$ cat src/hdl/bte_defines.vh
// constants for the bridge tlp error and digest check block
`ifndef BTE_DEFINES_VH
`define BTE_DEFINES_VH

// register byte offsets
`define BTE_OFF_CTRL      8'h00
`define BTE_OFF_POWER     8'h04
`define BTE_OFF_STATUS    8'h08
`define BTE_OFF_INTERRUPT_STATUS_REG    8'h0c
`define BTE_OFF_ERRSEEN   8'h10

// control register fields
`define BTE_CTRL_NFE_INT  0
`define BTE_CTRL_NFE_EXT  1
`define BTE_CTRL_MPS_INT  4:2
`define BTE_CTRL_MPS_EXT  7:5
`define BTE_CTRL_RST      8'h00

// power register fields and encodings
`define BTE_PWR_INT       1:0
`define BTE_PWR_EXT       3:2
`define BTE_PWR_RST       4'h0
`define BTE_D3HOT         2'h3

// tlp fmt/type decode
`define BTE_TYPE_MEM      5'h00
`define BTE_TYPE_MEMLK    5'h01
`define BTE_TYPE_IO       5'h02
`define BTE_TYPE_CFG0     5'h04
`define BTE_TYPE_CFG1     5'h05
`define BTE_TYPE_CPL      5'h0a

// message codes that must use traffic class zero
`define BTE_MSG_UNLOCK    8'h00
`define BTE_MSG_PM_ACT    8'h14
`define BTE_MSG_PM_PME    8'h18
`define BTE_MSG_TURN_OFF  8'h19
`define BTE_MSG_PME_ACK   8'h1b
`define BTE_MSG_SLOT_PWR  8'h50

// error message classes
`define BTE_CLS_COR       2'h0
`define BTE_CLS_UNCOR     2'h1
`define BTE_CLS_NONFATAL  2'h2
`define BTE_CLS_FATAL     2'h3

// doubleword counts for packet length checks
`define BTE_DW_RD_D       11'd4
`define BTE_DW_RD_ND      11'd3
`define BTE_DW_WR_D       11'd5
`define BTE_DW_WR_ND      11'd4
`define BTE_MRD32_D       11'd3
`define BTE_MRD32_ND      11'd4
`define BTE_MRD64_D       11'd4
`define BTE_MRD64_ND      11'd5
`define BTE_MPS_BASE_DW   11'd32

`endif

$ cat src/hdl/bte_check.v
// receive-side tlp error classification and digest regeneration
// What this block does
// forwarded digest checked, fresh digest substituted on pass
// mismatch: inverted digest, flag set, nonfatal message
// own and consumed packets: digest ignored, request done
// link and external errors reported to external root
// phy symbol errors correctable, training errors uncorrectable
// nullified packet with inverted crc silently dropped
// link crc, sequence, dllp, replay errors correctable
// flow init and bad ack sequence uncorrectable
// completion at external endpoint is nonfatal error
// no flow control, overflow or consumed digest checks
// malformed checks at ingress only, fatal
// length checked against programmed max payload
// io/cfg reads: length 1, tc0, 4/3 dwords
// io/cfg writes: length 1, tc0, 5/4 dwords
// memory read: 3/4 or 4/5 dwords
// memory write: length plus 4/3 or 5/4
// completion with data: length plus 4/3, bounded
// message: length plus 5/4, bounded
// listed message kinds need traffic class zero
// no bar hit or type 1 config is unsupported
// power state write flags the opposite side
// d3hot side drops all but config and turn-off
// digest flag sticky, one message per bad packet
//
// The register offsets and the AHB-Lite register port are this design's own decisions.
`include "bte_defines.vh"

module bte_check (
  input  wire        i_clk,
  input  wire        i_arst_n,
  // ahb-lite slave
  input  wire        i_hsel,
  input  wire [7:0]  i_haddr,
  input  wire [1:0]  i_htrans,
  input  wire        i_hwrite,
  input  wire [2:0]  i_hsize,
  input  wire [31:0] i_hwdata,
  input  wire        i_hready,
  output wire [31:0] o_hrdata,
  output wire        o_hreadyout,
  output wire        o_hresp,
  // per-packet summary, one cycle at end of packet
  input  wire        i_tlp_end,
  input  wire        i_tlp_side,
  input  wire        i_tlp_ingress,
  input  wire        i_tlp_forward,
  input  wire [1:0]  i_tlp_fmt,
  input  wire [4:0]  i_tlp_type,
  input  wire [2:0]  i_tlp_tc,
  input  wire [1:0]  i_tlp_attr,
  input  wire [9:0]  i_tlp_len,
  input  wire [10:0] i_tlp_dw_cnt,
  input  wire        i_tlp_digest,
  input  wire [7:0]  i_tlp_msg_code,
  input  wire        i_tlp_bar_hit,
  input  wire        i_tlp_nullified,
  input  wire        i_tlp_lcrc_inv_match,
  input  wire [31:0] i_ecrc_rx,
  input  wire [31:0] i_ecrc_orig_calc,
  input  wire [31:0] i_ecrc_fresh,
  // link events, one-cycle pulses
  input  wire [3:0]  i_phy_cor_err,
  input  wire        i_phy_train_err,
  input  wire [4:0]  i_dll_cor_err,
  input  wire [1:0]  i_dll_uncor_err,
  // packet verdict
  output wire        o_tlp_done,
  output wire        o_tlp_drop,
  output wire        o_tlp_ur,
  output wire        o_tlp_malformed,
  output wire        o_ecrc_valid,
  output wire [31:0] o_ecrc_value,
  // error message request
  output wire        o_msg_valid,
  output wire [1:0]  o_msg_class,
  output wire        o_msg_to_ext,
  // per side: 0 internal, 1 external
  output wire [1:0]  o_tx_allow
);

  reg  [7:0]  ctrl_reg;
  reg  [3:0]  power_reg;
  reg  [1:0]  status_reg;
  reg  [1:0]  interrupt_status_reg_reg;
  reg  [3:0]  errseen_reg;
  reg         wr_pend_reg;
  reg  [7:0]  wr_addr_reg;
  reg  [31:0] hrdata_reg;
  reg         hreadyout_reg;
  reg         done_reg;
  reg         drop_reg;
  reg         ur_reg;
  reg         malf_reg;
  reg         ecrc_valid_reg;
  reg  [31:0] ecrc_value_reg;
  reg         msg_valid_reg;
  reg  [1:0]  msg_class_reg;
  reg         msg_to_ext_reg;
  reg  [1:0]  tx_allow_reg;

  wire        addr_ok  = i_hsel & i_htrans[1] & i_hready;
  wire        wr_now   = wr_pend_reg;
  wire        wr_ctrl  = wr_now & (wr_addr_reg == `BTE_OFF_CTRL);
  wire        wr_power = wr_now & (wr_addr_reg == `BTE_OFF_POWER);
  wire        wr_stat  = wr_now & (wr_addr_reg == `BTE_OFF_STATUS);
  wire        wr_ints  = wr_now & (wr_addr_reg == `BTE_OFF_INTERRUPT_STATUS_REG);
  wire        wr_errs  = wr_now & (wr_addr_reg == `BTE_OFF_ERRSEEN);

  // packet decode
  wire        has_data = i_tlp_fmt[1];
  wire        hdr4     = i_tlp_fmt[0];
  wire        is_mem   = (i_tlp_type == `BTE_TYPE_MEM) |
                         (i_tlp_type == `BTE_TYPE_MEMLK);
  wire        is_io    = (i_tlp_type == `BTE_TYPE_IO);
  wire        is_cfg0  = (i_tlp_type == `BTE_TYPE_CFG0);
  wire        is_cfg1  = (i_tlp_type == `BTE_TYPE_CFG1);
  wire        is_cfg   = is_cfg0 | is_cfg1;
  wire        is_cpl   = (i_tlp_type == `BTE_TYPE_CPL);
  wire        is_msg   = (i_tlp_type[4:3] == 2'b10);
  wire [10:0] len_dw   = (i_tlp_len == 10'h000) ? 11'h400 :
                         {1'b0, i_tlp_len};
  wire [2:0]  mps_code = i_tlp_side ? ctrl_reg[`BTE_CTRL_MPS_EXT] :
                                      ctrl_reg[`BTE_CTRL_MPS_INT];
  wire [10:0] mps_dw   = (mps_code > 3'h5) ? 11'h400 :
                         (`BTE_MPS_BASE_DW << mps_code);
  wire        side_d3  = i_tlp_side ?
                         (power_reg[`BTE_PWR_EXT] == `BTE_D3HOT) :
                         (power_reg[`BTE_PWR_INT] == `BTE_D3HOT);
  wire        nfe_side = i_tlp_side ? ctrl_reg[`BTE_CTRL_NFE_EXT] :
                                      ctrl_reg[`BTE_CTRL_NFE_INT];

  // messages that may only travel on traffic class zero
  wire        msg_tc0  = (i_tlp_msg_code[7:3] == 5'h04) |
                         (i_tlp_msg_code[7:2] == 6'h0c) |
                         (i_tlp_msg_code == `BTE_MSG_UNLOCK) |
                         (i_tlp_msg_code == `BTE_MSG_PM_ACT) |
                         (i_tlp_msg_code == `BTE_MSG_PM_PME) |
                         (i_tlp_msg_code == `BTE_MSG_TURN_OFF) |
                         (i_tlp_msg_code == `BTE_MSG_PME_ACK) |
                         (i_tlp_msg_code == `BTE_MSG_SLOT_PWR);

  reg  [10:0] exp_dw;
  reg         malformed;
  reg  [10:0] msg_len;

  always @* begin
    exp_dw    = i_tlp_dw_cnt;
    msg_len   = has_data ? len_dw : 11'h000;
    malformed = (len_dw > mps_dw) & has_data;
    if (is_io | is_cfg) begin
      malformed = malformed | (len_dw != 11'h001) |
                  (i_tlp_tc != 3'h0) | (i_tlp_attr != 2'h0);
      if (has_data)
        exp_dw = i_tlp_digest ? `BTE_DW_WR_D : `BTE_DW_WR_ND;
      else
        exp_dw = i_tlp_digest ? `BTE_DW_RD_D : `BTE_DW_RD_ND;
    end else if (is_mem & ~has_data) begin
      if (hdr4)
        exp_dw = i_tlp_digest ? `BTE_MRD64_D : `BTE_MRD64_ND;
      else
        exp_dw = i_tlp_digest ? `BTE_MRD32_D : `BTE_MRD32_ND;
    end else if (is_mem) begin
      if (hdr4)
        exp_dw = len_dw + (i_tlp_digest ? 11'd5 : 11'd4);
      else
        exp_dw = len_dw + (i_tlp_digest ? 11'd4 : 11'd3);
    end else if (is_cpl & has_data) begin
      exp_dw    = len_dw + (i_tlp_digest ? 11'd4 : 11'd3);
      malformed = malformed | (i_tlp_dw_cnt >
                  mps_dw + (i_tlp_digest ? 11'd4 : 11'd3));
    end else if (is_msg) begin
      exp_dw    = msg_len + (i_tlp_digest ? 11'd5 : 11'd4);
      malformed = malformed | (i_tlp_dw_cnt >
                  mps_dw + (i_tlp_digest ? 11'd5 : 11'd4));
      malformed = malformed | (msg_tc0 & (i_tlp_tc != 3'h0));
    end
    malformed = malformed | (exp_dw != i_tlp_dw_cnt);
  end

  // nullified packets: inverted crc means a clean discard
  wire        null_ok  = i_tlp_nullified & i_tlp_lcrc_inv_match;
  wire        null_bad = i_tlp_nullified & ~i_tlp_lcrc_inv_match;
  wire        tlp_live = i_tlp_end & ~i_tlp_nullified;
  wire        bad_form = tlp_live & i_tlp_ingress & malformed;
  wire        d3_drop  = tlp_live & side_d3 & ~is_cfg &
                         ~(is_msg & (i_tlp_msg_code ==
                           `BTE_MSG_TURN_OFF));
  wire        ur_hit   = tlp_live & ~bad_form & (d3_drop | is_cfg1 |
                         ((is_mem | is_io) & ~i_tlp_bar_hit));
  // only completions are unexpected at the external endpoint
  wire        unexp    = tlp_live & ~bad_form & i_tlp_side & is_cpl;
  // digest checked only on forwarded packets, never consumed ones
  wire        ecrc_chk = tlp_live & ~bad_form & ~ur_hit &
                         i_tlp_forward & i_tlp_digest;
  wire        ecrc_bad = ecrc_chk & (i_ecrc_rx != i_ecrc_orig_calc);

  wire        lnk_uncor = i_phy_train_err | (|i_dll_uncor_err);
  wire        lnk_cor   = (|i_phy_cor_err) | (|i_dll_cor_err) |
                          (i_tlp_end & null_bad);
  wire        nf_ecrc   = ecrc_bad & nfe_side;
  wire        nf_unexp  = unexp & ctrl_reg[`BTE_CTRL_NFE_EXT];

  // one message per cycle, highest severity first
  reg         msg_v;
  reg  [1:0]  msg_c;
  reg         msg_e;

  always @* begin
    msg_v = 1'b1;
    msg_c = `BTE_CLS_COR;
    msg_e = 1'b1;
    if (bad_form) begin
      msg_c = `BTE_CLS_FATAL;
      msg_e = i_tlp_side;
    end else if (lnk_uncor) begin
      msg_c = `BTE_CLS_UNCOR;
    end else if (nf_ecrc) begin
      msg_c = `BTE_CLS_NONFATAL;
      msg_e = i_tlp_side;
    end else if (nf_unexp) begin
      msg_c = `BTE_CLS_NONFATAL;
    end else if (lnk_cor) begin
      msg_c = `BTE_CLS_COR;
    end else begin
      msg_v = 1'b0;
    end
  end

  // register read mux
  reg  [31:0] rd_val;

  always @* begin
    case (i_haddr)
      `BTE_OFF_CTRL:    rd_val = {24'h000000, ctrl_reg};
      `BTE_OFF_POWER:   rd_val = {28'h0000000, power_reg};
      `BTE_OFF_STATUS:  rd_val = {30'h00000000, status_reg};
      `BTE_OFF_INTERRUPT_STATUS_REG:  rd_val = {30'h00000000, interrupt_status_reg_reg};
      `BTE_OFF_ERRSEEN: rd_val = {28'h0000000, errseen_reg};
      default:          rd_val = 32'h00000000;
    endcase
  end

  wire [3:0]  err_set = {bad_form, msg_v & (msg_c == `BTE_CLS_NONFATAL),
                         lnk_uncor, lnk_cor};
  wire [1:0]  dflag_set = {ecrc_bad & i_tlp_side,
                           ecrc_bad & ~i_tlp_side};
  wire [1:0]  pwr_wr_set = {wr_power, wr_power};

  always @(posedge i_clk or negedge i_arst_n) begin
    if (!i_arst_n) begin
      ctrl_reg       <= `BTE_CTRL_RST;
      power_reg      <= `BTE_PWR_RST;
      errseen_reg    <= 4'h0;
      wr_pend_reg    <= 1'b0;
      wr_addr_reg    <= 8'h00;
      hrdata_reg     <= 32'h00000000;
      hreadyout_reg  <= 1'b1;
      done_reg       <= 1'b0;
      drop_reg       <= 1'b0;
      ur_reg         <= 1'b0;
      malf_reg       <= 1'b0;
      ecrc_valid_reg <= 1'b0;
      ecrc_value_reg <= 32'h00000000;
      msg_valid_reg  <= 1'b0;
      msg_class_reg  <= 2'h0;
      msg_to_ext_reg <= 1'b0;
    end else begin
      wr_pend_reg   <= addr_ok & i_hwrite;
      wr_addr_reg   <= addr_ok ? i_haddr : wr_addr_reg;
      hreadyout_reg <= 1'b1;
      if (addr_ok & ~i_hwrite)
        hrdata_reg <= rd_val;
      if (wr_ctrl)
        ctrl_reg <= i_hwdata[7:0];
      if (wr_power)
        power_reg <= i_hwdata[3:0];
      errseen_reg <= (errseen_reg & ~({4{wr_errs}} & i_hwdata[3:0])) |
                     err_set;
      done_reg       <= i_tlp_end;
      drop_reg       <= i_tlp_end & (null_ok | null_bad | bad_form |
                        ur_hit);
      ur_reg         <= ur_hit;
      malf_reg       <= bad_form;
      ecrc_valid_reg <= ecrc_chk;
      if (ecrc_chk)
        ecrc_value_reg <= ecrc_bad ? ~i_ecrc_fresh : i_ecrc_fresh;
      msg_valid_reg  <= msg_v;
      msg_class_reg  <= msg_c;
      msg_to_ext_reg <= msg_e;
    end
  end

  // per-side sticky flags and transmit gate
  genvar s;
  generate
    for (s = 0; s < 2; s = s + 1) begin : g_side
      wire [1:0] side_pwr = (s == 1) ? power_reg[`BTE_PWR_EXT] :
                                       power_reg[`BTE_PWR_INT];
      always @(posedge i_clk or negedge i_arst_n) begin
        if (!i_arst_n) begin
          status_reg[s]   <= 1'b0;
          interrupt_status_reg_reg[s]   <= 1'b0;
          tx_allow_reg[s] <= 1'b1;
        end else begin
          // set wins over a same-cycle clear
          status_reg[s]   <= (status_reg[s] & ~(wr_stat & i_hwdata[s])) |
                             dflag_set[s];
          // a power write changes both fields, so flags each opposite side
          interrupt_status_reg_reg[s]   <= (interrupt_status_reg_reg[s] & ~(wr_ints & i_hwdata[s])) |
                             pwr_wr_set[s];
          tx_allow_reg[s] <= (side_pwr != `BTE_D3HOT);
        end
      end
    end
  endgenerate

  assign o_hrdata        = hrdata_reg;
  assign o_hreadyout     = hreadyout_reg;
  assign o_hresp         = 1'b0;
  assign o_tlp_done      = done_reg;
  assign o_tlp_drop      = drop_reg;
  assign o_tlp_ur        = ur_reg;
  assign o_tlp_malformed = malf_reg;
  assign o_ecrc_valid    = ecrc_valid_reg;
  assign o_ecrc_value    = ecrc_value_reg;
  assign o_msg_valid     = msg_valid_reg;
  assign o_msg_class     = msg_class_reg;
  assign o_msg_to_ext    = msg_to_ext_reg;
  assign o_tx_allow      = tx_allow_reg;

endmodule // bte_check

$ cat config.mk
export PLATFORM = sky130hd
export DESIGN_NAME = bte_check
export DESIGN_NICKNAME = d
export VERILOG_FILES = /design/src/hdl/bte_check.v
export VERILOG_INCLUDE_DIRS = /design/src /design/src/hdl
export SDC_FILE = /design/constraint.sdc
export NUM_CORES = 1
export LEC_CHECK = 0
export ABC_AREA = 1
export BUFFER_PORTS_ARGS = -buffer_cell sky130_fd_sc_hd__buf_2
export CAP_MARGIN = 20
export CORE_MARGIN = 5
export CORE_UTILIZATION = 52
export DETAILED_ROUTE_END_ITERATION = 7
export GPL_TIMING_DRIVEN = 0
export PLACE_DENSITY = 0.83
export SKIP_CTS_REPAIR_TIMING = 1
export SYNTH_ARGS = -nofsm -noshare
export SYNTH_HDL_FRONTEND = slang
export SYNTH_SLANG_ARGS = --single-unit
$ cat constraint.sdc
create_clock -name i_clk -period 6.95 [get_ports i_clk]
set_clock_uncertainty 0.2 [all_clocks]
set_input_delay 0.3475 -clock i_clk [delete_from_list [all_inputs] [get_ports i_clk]]
set_output_delay 0.3475 -clock i_clk [all_outputs]
set_load 0.01 [all_outputs]
; ---- After elaboration in Yosys (flattened, before gate mapping)
; Cells that the tools add are included.
; W data, S select, Z words.
[word_totals]
input_bits = 207
wordCells = 202
regBits = 104
output_inout_bits = 77
[op_classes]
reduce_logical = 10
n_mux = 37
shift = 1
n_eq_ne = 29
order_cmp = 4
add_sub_neg = 5
bitwise = 95
[op_table]
columns = operator, n
row1 = $mux W11, 9
row2 = $eq A8 B5 Y1 const B, 6
row3 = $and A1 B1 Y1, 46
row4 = $pmux W8 S5, 1
row5 = $add A11 B11 Y11, 3
row6 = $gt A11 B11 Y1, 3
row7 = $eq A8 B4 Y1 const B, 4
row8 = $mux W32, 1
row9 = $ne A32 B32 Y1, 1
row10 = $not A32 Y32, 1
row11 = $or A1 B1 Y1, 30
row12 = $logic_not A8 Y1, 3
row13 = $add A11 B3 Y11, 2
row14 = $mux W1, 17
row15 = $eq A8 B3 Y1 const B, 2
row16 = $eq A5 B3 Y1 const B, 3
row17 = $mux W3, 5
row18 = $not A1 Y1, 14
row19 = $ne A11 B1 Y1 const B, 1
row20 = $ne A11 B11 Y1, 1
row21 = $shl A6 B3 Y11 const A, 1
row22 = $logic_not A10 Y1, 1
row23 = $and A4 B4 Y4, 2
row24 = $eq A2 B2 Y1 const B, 4
row25 = 16 further kinds, 20

; ---- Longest topological paths before layout
[logic_depth]
depth_word = 32
depth_mapped = 29
depth_no_buf = 27

; ---- Worst setup path after synthesis
; OpenSTA, ideal clock, no wires.
[synth_path]
path_kind = in2reg
from = in i_tlp_side
to = reg ecrc_value_reg[19] (netlist: o_ecrc_value[19])
t_required_ns = 6.635
arrival_time_ns = 2.985
setup_ns = 0.115
path_buffers = 3
setup_slack_ns = 3.650
path_stages = 23
cell_sequence = clkbuf_1 o21ai_0 nand3_1 ha_1 inv_1 nor2_1 nand2_1 nor3b_1 nand2_1 nand2_1 o21ai_0 a21oi_1 nand2_1 nand3_1 nand2_1 nand3_2 nand2_4 nand3_2 inv_2 buf_12 buf_6 o21ai_2 inv_2
[synth_between]
elab_chain_len = 23
word_cells_on_any_way = 38
cone_classes = 2 x add/sub / 4 x order compare / 1 x shift / 9 x mux / 22 x bitwise
[synth_rtl]
columns = element, line
row1 = "start, declared", bte_check.v:46  ; input wire i_tlp_side,
row2 = $mux W3, bte_check.v:124  ; wire [2:0] mps_code = i_tlp_side ? ctrl_reg[`BTE_CTRL_MPS_EXT] :
row3 = $gt A3 B3 Y1 / $shl A6 B3 Y11 (equally long branches), n/a
row4 = $mux W11, bte_check.v:126  ; wire [10:0] mps_dw = (mps_code > 3'h5) ? 11'h400 :
row5 = $add A11 B3 Y11 / $gt A11 B11 Y1 (equally long branches), "bte_check.v:176, bte_check.v:151"
row6 = $gt A11 B11 Y1 / $and A1 B1 Y1 (equally long branches), "bte_check.v:175, bte_check.v:151"
row7 = $or A1 B1 Y1, bte_check.v:175  ; malformed = malformed | (i_tlp_dw_cnt >
row8 = $or A1 B1 Y1, bte_check.v:177  ; malformed = malformed | (msg_tc0 & (i_tlp_tc != 3'h0));
row9 = $mux W1, bte_check.v:173  ; end else if (is_msg) begin
row10 = [... 6 more ...], n/a
row11 = $not A1 Y1, "bte_check.v:190, bte_check.v:195"
row12 = $and A1 B1 Y1, "bte_check.v:190, bte_check.v:195"
row13 = $and A1 B1 Y1, bte_check.v:190  ; wire ur_hit = tlp_live & ~bad_form & (d3_drop | is_cfg1 |
row14 = $not A1 Y1, bte_check.v:195  ; wire ecrc_chk = tlp_live & ~bad_form & ~ur_hit &
row15 = $and A1 B1 Y1 (*) (2 in series), bte_check.v:195
row16 = $and A1 B1 Y1 (*), bte_check.v:196  ; i_tlp_forward & i_tlp_digest;
row17 = $and A1 B1 Y1, bte_check.v:197  ; wire ecrc_bad = ecrc_chk & (i_ecrc_rx != i_ecrc_orig_calc);
row18 = $mux W32, bte_check.v:288  ; ecrc_value_reg <= ecrc_bad ? ~i_ecrc_fresh : i_ecrc_fresh;
row19 = "end signal, assigned", bte_check.v:288
row20 = "end, declared", bte_check.v:97  ; reg [31:0] ecrc_value_reg;
; Mark *: on every way between the ends. The rest lies on a longest branch, timed or not.
; A chain may end at the register's enable or synchronous reset.

; ---- Worst setup path after layout
[layout_path]
from = reg ctrl_reg[4]
to = reg ecrc_value_reg[22] (netlist: o_ecrc_value[22])
[layout_between]
elab_chain_len = 23
word_cells_on_any_way = 32
cone_classes = 2 x add/sub / 4 x order compare / 1 x shift / 8 x mux / 17 x bitwise
[layout_rtl]
columns = element, line
row1 = "start, declared", bte_check.v:83  ; reg [7:0] ctrl_reg;
row2 = "start signal, assigned", bte_check.v:253  ; ctrl_reg <= `BTE_CTRL_RST;
row3 = "start signal, assigned", bte_check.v:276  ; ctrl_reg <= i_hwdata[7:0];
row4 = $mux W3 (*), bte_check.v:124
row5 = $gt A3 B3 Y1 / $shl A6 B3 Y11 (equally long branches), n/a
row6 = $mux W11 (*), bte_check.v:126
row7 = $add A11 B3 Y11 / $gt A11 B11 Y1 (equally long branches), "bte_check.v:176, bte_check.v:151"
row8 = $gt A11 B11 Y1 / $and A1 B1 Y1 (equally long branches), "bte_check.v:175, bte_check.v:151"
row9 = $or A1 B1 Y1, bte_check.v:175
row10 = $or A1 B1 Y1, bte_check.v:177
row11 = $mux W1, bte_check.v:173
row12 = [... 6 more ...], n/a
row13 = $not A1 Y1 (*), "bte_check.v:190, bte_check.v:195"
row14 = $and A1 B1 Y1 (*), "bte_check.v:190, bte_check.v:195"
row15 = $and A1 B1 Y1, bte_check.v:190
row16 = $not A1 Y1, bte_check.v:195
row17 = $and A1 B1 Y1 (*) (2 in series), bte_check.v:195
row18 = $and A1 B1 Y1 (*), bte_check.v:196
row19 = $and A1 B1 Y1, bte_check.v:197
row20 = $mux W32, bte_check.v:288
; Marks and branches as above.

==> metrics <==
post-synthesis register bit count 80; worst min path class in -> reg; placed cell count approximately 1,400; Net Sw Frac 34.5%; P_sw 528 uW; initial antenna violation count 2; DRC Markers 0; peak supply drop 0.000129 V; slowest cell delay on critical path 440 ps; sequential power share roughly two fifths; status complete, no violations; Setup CP Type reg -> reg; Post-Syn Area 7040 sq um; Synth top area share about 28%; WL per Instance 14.8 um; port bufs between 200 and 250; Crit path required time around 7000 ps; Worst-Margin Slew 933 ps; CTS max path bufs 2; Lkg Pwr between 4 and 5 nW; Final Max Tran Viols 0; # rows 42; Area growth, synth to finish 25.2%; Clk pwr share a little under a third; Primary FF master, synth dfrtp_1; routability cong. about 1; Starting Density a little over half; HPWL Detailed roughly 18,000 um; CTS root buffer clkbuf_16; Routed WL around 21,000 um; DR pass1 iterations 5; CP Cell Sequence o21ai_0, nand3_1, ha_1, inv_1, nor2_1, nand2_1, nor3b_1, nand2_1, nand2_1, o21ai_0, a21oi_1, nand2_1, nand3_1, nand2_1, nand3_2, nand2_4, nand3_2, inv_2, buf_12, buf_6, o21ai_2, inv_2; final setup vio count 0; DRT iter0 DRCs roughly 430; Worst Hold Slack ~27 ps; EDFF count, synth 0; cell mode on critical path nand2_1; largest net degree at the start of global routing 71; Max FO, Critical Path 10; clk slew on worst S/H paths around 70 ps; fin nets about 1,500; num ports between 200 and 300; Clock Sinks 80; Ys Warns 0; PD cells 174 nW/um^2; Die ar. about 16,000 sq um; vias in the first global route between 7,000 and 8,000; Mapped Cells 1,008; Worst setup EP type flop; max FFs per register 32; type of origin of the critical path flop; post-route insts no fill 1,452; chip height approximately 130 um; Fmax roughly 270 MHz; total CTS buffers 9; share of cells above drive strength 1 about a third; Synth async-reset ratio 100%; CTS tree done; mean post-synth cell area approximately 7.0 sq um; min Tclk post-route between 3000 and 4000 ps; register area share after synthesis 28.5%; combinational fraction of design power 31.5%; via/cell ratio roughly 5.2; Final ANT Viol Nets 0; die width approximately 130 um; setup TNS 0 ps; largest area contributor in the netlist dfrtp_1; Worst EP arrival ~3800 ps; clk_lat worst skew 340 ps; core footprint roughly 13,000 sq um; Int Power roughly 1 mW; number of library cell types mapped by synthesis 47; RSZ-0062 raised after global routing no; first-pass GRT wire length around 34,000 um; Final period util between 50% and 60%; CP max-delay cell o21ai_0; H-tree Lvls 3; max_cap viols 0; Overall Global Routing Usage about a quarter; top post-synthesis cells by area dfrtp_1, nand2_1, inv_1; total number of vias about 7,500; global route overflow 0; final hold vios 0; Max transition margin roughly 37%
[synthesized netlist by cell type, types with 9 or more instances]
cell,n
a21oi_1,26
buf_4,32
clkbuf_1,16
dfrtp_1,78
ha_1,28
inv_1,109
inv_2,33
nand2_1,247
nand2_2,32
nand3_1,77
nand4_1,24
nor2_1,63
nor2_2,9
nor3_1,16
o21ai_0,48
o21ai_2,27
xnor2_1,43
xor2_1,15
[path summary, 6_finish.rpt]
path	startpoint	end	slack, ps	cells past startpoint
setup / recovery	ctrl_reg[4]	o_ecrc_value[22]	3230	22
hold / removal	i_hwrite	wr_now	30	3
setup reg to reg	ctrl_reg[4]	o_ecrc_value[22]	3230	22
hold reg to reg	power_reg[0]	o_tx_allow[0]	280	1
max in group asynchronous	i_arst_n	o_tx_allow[1]	5740	3
min in group asynchronous	i_arst_n	o_ecrc_value[3]	190	2
[cell type report]
class | instances | area [sq um]
Clock inverter | 6 | 50.0
Buffer | 64 | 468
Antenna cell | 2 | 5.00
Multi-Input combinational cell | 745 | 4120
Fill cell | 1165 | 4430
Timing Repair Buffer | 226 | 1170
Tap cell | 176 | 220
Clock buffer | 10 | 239
Sequential cell | 80 | 2000
Inverter | 143 | 537
[stage by stage]
| stage | instance area (sq um) | setup WS [ps] | utilization [%] | total power, mW |
|---|---|---|---|---|
| after floorplan | 7130 | 3650 | - | 0.877 |
| after global placement | 8460 | 3050 | 63.9 | 1.05 |
| after detailed placement | 8490 | 2960 | 64.1 | 1.07 |
| after CTS | 8780 | 3230 | 66.3 | 1.53 |
| after global routing | 8810 | 2840 | 66.5 | 1.62 |
| final | 8810 | 3230 | 66.5 | 1.53 |
[power groups by stage]
stage	logic (mW)	clock network (mW)	registers (mW)
floorplan	0.261	0	0.616
global placement	0.462	0	0.590
detailed placement	0.478	0	0.595
CTS	0.482	0.464	0.588
global route	0.535	0.486	0.597
finish	0.483	0.459	0.589
[routing by layer]
| metal | GRT usage (%) | share of wire (%) | vias to the layer above |
|---|---|---|---|
| met4 | 10.4 | 3.8 | 0 |
| met3 | 3.74 | 6.3 | 59 |
| met1 | 30.3 | 38 | 3422 |
| met5 | 0 | 0 | - |
| met2 | 47.0 | 52 | 318 |
| li1 | - | - | 3694 |
[kinds of logic (layout without fill, tap and decap cells)]
logic type | count (synthesis) | after routing | share of synthesized area, %
AND/OR/NAND/NOR | 498 | 498 | 32.3
buffers and inverters | 207 | 449 | 14.3
AO/OA/AOI/OAI | 126 | 126 | 11.1
flip-flops | 80 | 80 | 28.5
XOR/XNOR | 58 | 58 | 7.22
adder cells (fa/ha/maj) | 29 | 29 | 5.26
multiplexers | 8 | 8 | 1.28
other | 2 | 28 | 0.107
[cell usage in the layout (no fill, tap or decap), types with 9 or more instances in the layout]
cell	instances
a21oi_1	26
conb_1	26
nor2_1	63
ha_1	28
inv_1	109
o21ai_0	48
o21ai_2	27
clkbuf_16	9
dfrtp_1	78
buf_4	33
buf_2	229
clkbuf_1	16
nand2_2	32
xor2_1	15
nand4_1	24
nor2_2	9
nor3_1	16
xnor2_1	43
inv_2	33
nand2_1	247
nand3_1	77
[worst max-delay path, delay by kind of cell, from the launching register on]
family                   cells  cell delay [ps]
flip-flops                   1              400
adder cells (fa/ha/maj)      1              330
AO/OA/AOI/OAI                4              800
AND/OR/NAND/NOR             12             1440
buffers and inverters        5              430
Note: power is estimated with default switching activity, not from simulation.
